### config.mk
export PLATFORM = sky130hd
export DESIGN_NAME = ecpr_regs
export DESIGN_NICKNAME = d
export VERILOG_FILES = /design/src/ecpr_regs.v
export VERILOG_INCLUDE_DIRS = /design/src
export SDC_FILE = /design/constraint.sdc
export NUM_CORES = 1
export LEC_CHECK = 0
export ABC_CLOCK_PERIOD_IN_PS = 2700
export BUFFER_PORTS_ARGS = -buffer_cell sky130_fd_sc_hd__buf_2
export CORE_AREA = 2 2 133 135
export CTS_CLUSTER_SIZE = 40
export DETAILED_ROUTE_END_ITERATION = 8
export DIE_AREA = 0 0 135 137
export PLACE_DENSITY = 0.77
export SLEW_MARGIN = 20
export SYNTH_ARGS = -nofsm -noshare
export SYNTH_HDL_FRONTEND = slang
export SYNTH_SLANG_ARGS = --single-unit
### constraint.sdc
create_clock -name aclk -period 2.7 [get_ports aclk]
set_input_delay 0.54 -clock aclk [delete_from_list [all_inputs] [get_ports aclk]]
set_output_delay 0.54 -clock aclk [all_outputs]
set_load 0.05 [all_outputs]
### src/ecpr_consts.vh
/*
 * Constants for the exception configuration and priority register bank:
 * register offsets, field positions, reset values and masks.
 * Assumes it is included by bare name from the design file.
 */
`ifndef ECPR_CONSTS_VH
`define ECPR_CONSTS_VH

// ****************************************************
// Register offsets
// ****************************************************
`define ECPR_OFF_CFG        8'h14
`define ECPR_OFF_FLTPRI     8'h18
`define ECPR_OFF_SVCPRI     8'h1C
`define ECPR_OFF_TICKPRI    8'h20

// ****************************************************
// Configuration fields and reset value
// ****************************************************
`define ECPR_CFG_THREAD     0
`define ECPR_CFG_UNPRIV     1
`define ECPR_CFG_MISAL      3
`define ECPR_CFG_DIVZ       4
`define ECPR_CFG_BFIGN      8
`define ECPR_CFG_STKAL      9
`define ECPR_CFG_MASK       32'h0000031B
`define ECPR_CFG_RESET      32'h00000200
`define ECPR_PRI_RESET      32'h00000000

// ****************************************************
// Priority field layout
// ****************************************************
`define ECPR_PRI_HI_MASK    8'hF0
`define ECPR_FLTPRI_MASK    32'h00F0F0F0
`define ECPR_SVCPRI_MASK    32'hF0000000
`define ECPR_TICKPRI_MASK   32'hF0F00000
`define ECPR_PSW_ALIGN_BIT  9

// ****************************************************
// Bus responses
// ****************************************************
`define ECPR_RESP_OKAY      2'b00
`define ECPR_RESP_SLVERR    2'b10

`endif

### src/ecpr_regs.v
/*
 * Exception configuration and system handler priority register bank,
 * an AXI4-Lite slave, plus the core-side decisions those bits steer.
 * Assumes a single 200 MHz clock, synchronous active-low reset, and that
 * the core presents its event qualifiers on the same clock.
 */
`timescale 1ns/1ps
`include "ecpr_consts.vh"

module ecpr_regs (
    // Clock and reset
    input  wire        aclk,
    input  wire        aresetn,
    // AXI4-Lite write address
    input  wire [7:0]  s_axi_awaddr,
    input  wire [2:0]  s_axi_awprot,
    input  wire        s_axi_awvalid,
    output reg         s_axi_awready,
    // AXI4-Lite write data
    input  wire [31:0] s_axi_wdata,
    input  wire [3:0]  s_axi_wstrb,
    input  wire        s_axi_wvalid,
    output reg         s_axi_wready,
    // AXI4-Lite write response
    output reg  [1:0]  s_axi_bresp,
    output reg         s_axi_bvalid,
    input  wire        s_axi_bready,
    // AXI4-Lite read address
    input  wire [7:0]  s_axi_araddr,
    input  wire [2:0]  s_axi_arprot,
    input  wire        s_axi_arvalid,
    output reg         s_axi_arready,
    // AXI4-Lite read data
    output reg  [31:0] s_axi_rdata,
    output reg  [1:0]  s_axi_rresp,
    output reg         s_axi_rvalid,
    input  wire        s_axi_rready,
    // Core event qualifiers
    input  wire [31:0] stack_pointer,
    input  wire        exc_entry,
    input  wire        exception_return_value,
    input  wire [31:0] stacked_psw,
    input  wire        handler_pri_neg,
    input  wire        data_bus_fault,
    input  wire        divide_exec,
    input  wire [31:0] divisor,
    input  wire        access_exec,
    input  wire        access_misaligned,
    input  wire        access_halfword_word,
    input  wire        access_multi_or_dword,
    input  wire        trigger_access,
    input  wire        trigger_unpriv,
    input  wire        thread_return_req,
    input  wire        other_exc_active,
    // Core decisions
    output reg  [31:0] entry_stack_pointer,
    output reg         entry_align_pad,
    output reg         return_align_pad,
    output reg         bus_fault_ignored,
    output reg         lockup,
    output reg         divide_fault,
    output reg         divide_zero_result,
    output reg         usage_fault_misaligned,
    output reg         trigger_allowed,
    output reg         trigger_denied,
    output reg         thread_entry_ok,
    output reg         thread_entry_fault,
    // Configuration and priorities for the core
    output reg  [31:0] cfg_out,
    output reg  [7:0]  memmanage_fault_priority,
    output reg  [7:0]  bus_fault_priority,
    output reg  [7:0]  usage_fault_priority,
    output reg  [7:0]  supervisor_call_priority_field,
    output reg  [7:0]  pendable_service_priority_field,
    output reg  [7:0]  system_tick_priority_field
);

    // ****************************************************
    // Register storage
    // ****************************************************
    reg  [31:0] thread_and_trap_config_r;
    reg  [31:0] fault_handler_priority_r;
    reg  [31:0] supervisor_call_priority_r;
    reg  [31:0] tick_and_pendable_priority_r;
    reg  [7:0]  awaddr_r;
    reg  [31:0] wdata_r;
    reg  [3:0]  wstrb_r;
    reg         aw_held_r;
    reg         w_held_r;

    // Merge byte lanes of new data into old, keeping only implemented bits
    function [31:0] ecpr_merge;
        input [31:0] old_v;
        input [31:0] new_v;
        input [3:0]  strb;
        input [31:0] mask;
        integer i;
        reg [31:0] res;
        begin
            res = old_v;
            for (i = 0; i < 4; i = i + 1) begin
                if (strb[i]) begin
                    res[i*8 +: 8] = new_v[i*8 +: 8];
                end
            end
            ecpr_merge = res & mask;
        end
    endfunction

    // Read mux by word offset
    function [32:0] ecpr_read;
        input [7:0]  addr;
        input [31:0] cfg_v;
        input [31:0] flt_v;
        input [31:0] svc_v;
        input [31:0] tick_v;
        begin
            case ({addr[7:2], 2'b00})
                `ECPR_OFF_CFG:     ecpr_read = {1'b1, cfg_v};
                `ECPR_OFF_FLTPRI:  ecpr_read = {1'b1, flt_v};
                `ECPR_OFF_SVCPRI:  ecpr_read = {1'b1, svc_v};
                `ECPR_OFF_TICKPRI: ecpr_read = {1'b1, tick_v};
                default:           ecpr_read = 33'h000000000;
            endcase
        end
    endfunction

    // ****************************************************
    // Write channel: address and data taken in either order
    // ****************************************************
    wire        aw_take = s_axi_awvalid & s_axi_awready;
    wire        w_take  = s_axi_wvalid & s_axi_wready;
    wire        aw_have = aw_held_r | aw_take;
    wire        w_have  = w_held_r | w_take;
    wire        do_wr   = aw_have & w_have & ~s_axi_bvalid;
    wire [7:0]  wr_addr = aw_held_r ? awaddr_r : s_axi_awaddr;
    wire [31:0] wr_data = w_held_r ? wdata_r : s_axi_wdata;
    wire [3:0]  wr_strb = w_held_r ? wstrb_r : s_axi_wstrb;
    wire [7:0]  wr_word = {wr_addr[7:2], 2'b00};
    wire [32:0] rd_word = ecpr_read(s_axi_araddr, thread_and_trap_config_r,
                                    fault_handler_priority_r,
                                    supervisor_call_priority_r,
                                    tick_and_pendable_priority_r);

    // Write handshake, register update and response
    always @(posedge aclk) begin
        if (!aresetn) begin
            s_axi_awready <= 1'b0;
            s_axi_wready  <= 1'b0;
            s_axi_bvalid  <= 1'b0;
            s_axi_bresp   <= `ECPR_RESP_OKAY;
            aw_held_r     <= 1'b0;
            w_held_r      <= 1'b0;
            awaddr_r      <= 8'h00;
            wdata_r       <= 32'h00000000;
            wstrb_r       <= 4'h0;
            thread_and_trap_config_r     <= `ECPR_CFG_RESET;
            fault_handler_priority_r     <= `ECPR_PRI_RESET;
            supervisor_call_priority_r   <= `ECPR_PRI_RESET;
            tick_and_pendable_priority_r <= `ECPR_PRI_RESET;
        end else begin
            s_axi_awready <= ~aw_have & ~s_axi_bvalid;
            s_axi_wready  <= ~w_have & ~s_axi_bvalid;
            if (aw_take) begin
                awaddr_r <= s_axi_awaddr;
            end
            if (w_take) begin
                wdata_r <= s_axi_wdata;
                wstrb_r <= s_axi_wstrb;
            end
            if (do_wr) begin
                aw_held_r    <= 1'b0;
                w_held_r     <= 1'b0;
                s_axi_awready <= 1'b0;
                s_axi_wready  <= 1'b0;
                s_axi_bvalid <= 1'b1;
                s_axi_bresp  <= `ECPR_RESP_OKAY;
                case (wr_word)
                    `ECPR_OFF_CFG: begin
                        thread_and_trap_config_r <= ecpr_merge(
                            thread_and_trap_config_r, wr_data, wr_strb,
                            `ECPR_CFG_MASK);
                    end
                    `ECPR_OFF_FLTPRI: begin
                        fault_handler_priority_r <= ecpr_merge(
                            fault_handler_priority_r, wr_data, wr_strb,
                            `ECPR_FLTPRI_MASK);
                    end
                    `ECPR_OFF_SVCPRI: begin
                        supervisor_call_priority_r <= ecpr_merge(
                            supervisor_call_priority_r, wr_data, wr_strb,
                            `ECPR_SVCPRI_MASK);
                    end
                    `ECPR_OFF_TICKPRI: begin
                        tick_and_pendable_priority_r <= ecpr_merge(
                            tick_and_pendable_priority_r, wr_data, wr_strb,
                            `ECPR_TICKPRI_MASK);
                    end
                    default: begin
                        s_axi_bresp <= `ECPR_RESP_SLVERR;
                    end
                endcase
            end else begin
                aw_held_r <= aw_have;
                w_held_r  <= w_have;
                if (s_axi_bvalid && s_axi_bready) begin
                    s_axi_bvalid <= 1'b0;
                end
            end
        end
    end

    // ****************************************************
    // Read channel
    // ****************************************************
    always @(posedge aclk) begin
        if (!aresetn) begin
            s_axi_arready <= 1'b0;
            s_axi_rvalid  <= 1'b0;
            s_axi_rdata   <= 32'h00000000;
            s_axi_rresp   <= `ECPR_RESP_OKAY;
        end else begin
            s_axi_arready <= ~s_axi_rvalid & ~(s_axi_arvalid & s_axi_arready);
            if (s_axi_arvalid && s_axi_arready) begin
                s_axi_rvalid <= 1'b1;
                s_axi_rdata  <= rd_word[31:0];
                s_axi_rresp  <= rd_word[32] ? `ECPR_RESP_OKAY : `ECPR_RESP_SLVERR;
            end else if (s_axi_rvalid && s_axi_rready) begin
                s_axi_rvalid <= 1'b0;
            end
        end
    end

    // ****************************************************
    // Core decisions steered by the configuration bits
    // ****************************************************
    wire cfg_stkal  = thread_and_trap_config_r[`ECPR_CFG_STKAL];
    wire cfg_bfign  = thread_and_trap_config_r[`ECPR_CFG_BFIGN];
    wire cfg_divz   = thread_and_trap_config_r[`ECPR_CFG_DIVZ];
    wire cfg_misal  = thread_and_trap_config_r[`ECPR_CFG_MISAL];
    wire cfg_unpriv = thread_and_trap_config_r[`ECPR_CFG_UNPRIV];
    wire cfg_thread = thread_and_trap_config_r[`ECPR_CFG_THREAD];
    wire pad_needed = cfg_stkal & stack_pointer[2];
    wire div_zero   = divide_exec & (divisor == 32'h00000000);

    // Registered decision outputs, one cycle after the qualifier
    always @(posedge aclk) begin
        if (!aresetn) begin
            entry_stack_pointer    <= 32'h00000000;
            entry_align_pad        <= 1'b0;
            return_align_pad       <= 1'b0;
            bus_fault_ignored      <= 1'b0;
            lockup                 <= 1'b0;
            divide_fault           <= 1'b0;
            divide_zero_result     <= 1'b0;
            usage_fault_misaligned <= 1'b0;
            trigger_allowed        <= 1'b0;
            trigger_denied         <= 1'b0;
            thread_entry_ok        <= 1'b0;
            thread_entry_fault     <= 1'b0;
        end else begin
            // Align to 8 bytes when selected, otherwise word alignment
            entry_stack_pointer <= cfg_stkal ? {stack_pointer[31:3], 3'b000}
                                             : {stack_pointer[31:2], 2'b00};
            entry_align_pad  <= exc_entry & pad_needed;
            return_align_pad <= exception_return_value & stacked_psw[`ECPR_PSW_ALIGN_BIT];
            bus_fault_ignored <= data_bus_fault & handler_pri_neg & cfg_bfign;
            // Lock-up holds until reset
            if (data_bus_fault && handler_pri_neg && !cfg_bfign) begin
                lockup <= 1'b1;
            end
            divide_fault       <= div_zero & cfg_divz;
            divide_zero_result <= div_zero & ~cfg_divz;
            usage_fault_misaligned <= access_exec & access_misaligned &
                                      (access_multi_or_dword |
                                       (access_halfword_word & cfg_misal));
            trigger_allowed <= trigger_access & (~trigger_unpriv | cfg_unpriv);
            trigger_denied  <= trigger_access & trigger_unpriv & ~cfg_unpriv;
            thread_entry_ok <= thread_return_req &
                               (cfg_thread | ~other_exc_active);
            thread_entry_fault <= thread_return_req & ~cfg_thread &
                                  other_exc_active;
        end
    end

    // Register contents for the core, split into priority fields
    always @(posedge aclk) begin
        if (!aresetn) begin
            cfg_out                         <= `ECPR_CFG_RESET;
            memmanage_fault_priority        <= 8'h00;
            bus_fault_priority              <= 8'h00;
            usage_fault_priority            <= 8'h00;
            supervisor_call_priority_field  <= 8'h00;
            pendable_service_priority_field <= 8'h00;
            system_tick_priority_field      <= 8'h00;
        end else begin
            cfg_out                         <= thread_and_trap_config_r;
            memmanage_fault_priority        <= fault_handler_priority_r[7:0];
            bus_fault_priority              <= fault_handler_priority_r[15:8];
            usage_fault_priority            <= fault_handler_priority_r[23:16];
            supervisor_call_priority_field  <= supervisor_call_priority_r[31:24];
            pendable_service_priority_field <= tick_and_pendable_priority_r[23:16];
            system_tick_priority_field      <= tick_and_pendable_priority_r[31:24];
        end
    end

endmodule // ecpr_regs

==> impl_metrics.csv <==
group,metric,value,unit
routing,num_vias,4949,
pwr,powerDensity,695.8,nW/um^2
grt,antenna_found_initial,2,
logic_synthesis,synth_xor_area_frac,0,
placed_design,dpl.hpwl,10.99,mm
layout,mostFrequentLayoutCells,"buf_2 (217), dfxtp_1 (161), nand2_1 (106)",
logic_synthesis,synth_ff_type,"dfxtp_1",
grt,grt_first_pass_wirelength,21.86,mm
worst_setup_path,r2r_end,"supervisor_call_priority_r[29]",
logic_synthesis,synth-simple-area-share,0.1932,
grt,grt_pass1_vias,4448,
worst_setup_path,ff2ff_setup_slack,0.58,ns
timing,hold_violations,0,
logic_synthesis,netlist_area,6282,sq um
timing,tns,0,ns
routing,firstDrtPassIters,4,
run_status,status,"complete, no violations",
logic_synthesis,synth.area.top_cells,"dfxtp_1 (52%), buf_4 (7.8%), nand2_1 (6.3%), mux2i_1 (4.9%), and2_1 (4.1%)",
die,die_h,137,um
die,core-area,17060,sq um
timing,setup_viol,0,
clock_tree,cts_num_sinks,162,
worst_setup_path,critPathMaxStageDelay,0.73,ns
grt,grt_max_degree,65,
logic_synthesis,ys_warn_count,0,
timing,max_freq,0.4725,GHz
layout,nets,1045,
timing,finalCritPeriodShare,0.7839,
pwr,combPwrFrac,0.127,
grt,grt_use_met2,0.2487,
clock_tree,h-tree-depth,4,
routing,ant_nets,0,
worst_hold_path,hp-start,"stack_pointer[30]",
grt,track_usage,0.1529,
die,start_util,0.3683,
logic_synthesis,synth_mux_area_frac,0.08703,
pwr,total_power,5.578,mW
worst_setup_path,crit_slowest_cell,"or4_1",
pwr,peakVddDrop,0.4223,mV
timing,fin_skew,0.01557,ns
logic_synthesis,synth_top_area_share,0.5162,
clock_tree,clock-root-buffer,"clkbuf_16",
grt,use_met3,0.04815,
clock_tree,clock_latency,0.42,ns
logic_synthesis,post_synth_num_cell_types,41,
worst_setup_path,arrival,2.42,ns
routing,finalWirelength,14.68,mm
worst_setup_path,crit_path_end_kind,"flop",
pwr,p_leak,3.816,nW
clock_tree,cts_buffer_depth,2,
pwr,p_int,4.026,mW
timing,min_period,2.117,ns
worst_setup_path,worstSetupPathDepth,4,
worst_setup_path,crit_type,"flop to flop",
layout,area_growth,27.60,%
placed_design,gp_congestion,0.7474,
logic_synthesis,async_flop_share,0,
logic_synthesis,ys_ff_latch,162,
worst_setup_path,reg2reg_from,"aw_held_r",
layout,final_common_cell,"buf_2",
logic_synthesis,ys_seq_area_frac,0.5162,
worst_hold_path,hp-class,"primary input to flop",
worst_setup_path,path_cells,"or3b_1, a211o_1, or4_1, mux2i_1",
timing,maxSlewHeadroom,0.5300,
grt,grt_use_met1,0.1896,
logic_synthesis,synth-edff-count,0,
worst_setup_path,path_delay_family,"simple AND/OR/NAND/NOR gates",
die,die_w,135,um
routing,vias_per_cell,4.459,
worst_setup_path,rr_worst_depth,4,
logic_synthesis,yosysTopAreaCell,"dfxtp_1",
logic_synthesis,synth_top_family_by_area,"simple AND/OR/NAND/NOR gates",
timing,rsz0062_at_grt,"false",
timing,hold_slack,0.3131,ns
worst_setup_path,required,3.01,ns
clock_tree,clk_pin_slew,0.07,ns
worst_hold_path,whs_endpoint,"entry_stack_pointer[30]",
clock_tree,numCtsBuffers,17,
timing,report.final.slew_viol_count,0,
pwr,p_sw,1.551,mW
die,dieArea,18500,sq um
pwr,p_sw_frac,0.2781,
run,max-cap-violations,0,
clock_tree,cts_tree,"yes",
layout,final_layout_size_suffix_gt1_frac,0.3269,
worst_setup_path,path_max_fanout,8,
clock_tree,postCtsSetupBuffers,0,
logic_synthesis,synth_cells,650,
die,rows,48,
pwr,p_clk_frac,0.426,
clock_tree,cts_hold_buf,0,
routing,detail_route.wl_per_cell,13.22,um
logic_synthesis,synth_compound_area_frac,0.09281,
grt,overflow,0,
die,pin_count,338,
pwr,pwr-share-seq,0.447,
worst_setup_path,start_kind,"flop",
worst_hold_path,min_path_cells,2,
routing,drtIter0Drc,196,
routing,drc,0,
clock_tree,ctsResizeCount,0,
logic_synthesis,synthAdderAreaFrac,0,
worst_setup_path,cp_num_buf_inv,0,
logic_synthesis,avgSynthCellArea,9.665,sq um
placed_design,io_buffers,218,
timing,worst_pin_slew,0.6986,ns
grt,busiest_layer,"met2",
metrics by stage:
stage | cell area (sq um) | std cells | worst slack (ns) | util
2_1_floorplan | 6523 | 714 | 0.3980 | -
3_3_place_gp | 7426 | 1077 | 0.2145 | 0.4354
3_5_place_dp | 7426 | 1077 | 0.2048 | 0.4354
4_1_cts | 8014 | 1109 | 0.5633 | 0.4699
5_1_grt | 8014 | 1109 | 0.4899 | 0.4699
6_report | 8016 | 1110 | 0.5835 | 0.4700
state kept, by name (all words and copies together) (netlist names), 4 cells and up:
signal,count
wstrb_r,4
bus_fault_priority,4
entry_stack_pointer,30
cfg_out,6
supervisor_call_priority_field,4
thread_and_trap_config_r,6
usage_fault_priority,4
fault_handler_priority_r,12
supervisor_call_priority_r,4
awaddr_r,6
system_tick_priority_field,4
memmanage_fault_priority,4
tick_and_pendable_priority_r,8
wdata_r,21
pendable_service_priority_field,4
s_axi_rdata,21
worst max-delay path by stage:
| stage | slack, ns | from | to |
|---|---|---|---|
| floorplan | 0.40 | s_axi_awready | thread_and_trap_config_r[0] |
| global placement | 0.21 | s_axi_awaddr[7] | supervisor_call_priority_r[31] |
| detailed placement | 0.20 | s_axi_awaddr[7] | supervisor_call_priority_r[29] |
| CTS | 0.56 | aw_held_r | supervisor_call_priority_r[29] |
| global route | 0.49 | s_axi_awready | supervisor_call_priority_r[29] |
| finish | 0.58 | aw_held_r | supervisor_call_priority_r[29] |
cell usage after synthesis (7+ instances only):
| master | n |
|---|---|
| buf_4 | 65 |
| o21ai_0 | 10 |
| a22oi_1 | 9 |
| a22o_1 | 11 |
| nand3_1 | 7 |
| nor2b_1 | 13 |
| a21boi_0 | 33 |
| mux2i_1 | 31 |
| dfxtp_1 | 162 |
| nor3b_1 | 7 |
| nand2_1 | 106 |
| mux2_2 | 21 |
| nor2_1 | 9 |
| and2_1 | 41 |
| inv_1 | 23 |
| nor4_1 | 12 |
| clkbuf_1 | 25 |
| a21oi_1 | 9 |
| nor3_1 | 8 |
power groups by stage:
stage | clock, mW | sequential [mW] | combinational [mW]
5_1_grt | 2.57 | 2.50 | 0.757
3_3_place_gp | 0 | 2.54 | 0.700
3_5_place_dp | 0 | 2.55 | 0.707
6_report | 2.38 | 2.49 | 0.706
2_1_floorplan | 0 | 2.67 | 0.471
4_1_cts | 2.45 | 2.49 | 0.709
area by class of cell:
type                    instances  area (sq um)
diodes                          1         2.502
clock buffers                  19         432.9
clock inverters                13         155.1
fillers                      1628          9040
inverters                      23         86.33
multi-input cells             433          2587
flip-flops and latches        162          3244
well taps                     225         281.5
repair buffers                234          1226
cells by family after synthesis:
| kind of cell | after synthesis |
|---|---|
| AOI/OAI and AO/OA | 82 |
| buffers and inverters | 119 |
| DFF | 162 |
| muxes | 52 |
| other | 1 |
| and+or+nand+nor | 234 |
per-layer routing:
metal,vias up,wire (um)
met5,-,8
met4,2,256
met3,22,1045
met2,186,7132
met1,2246,6235
li1,2493,-
(Power assumes the default switching activity.)
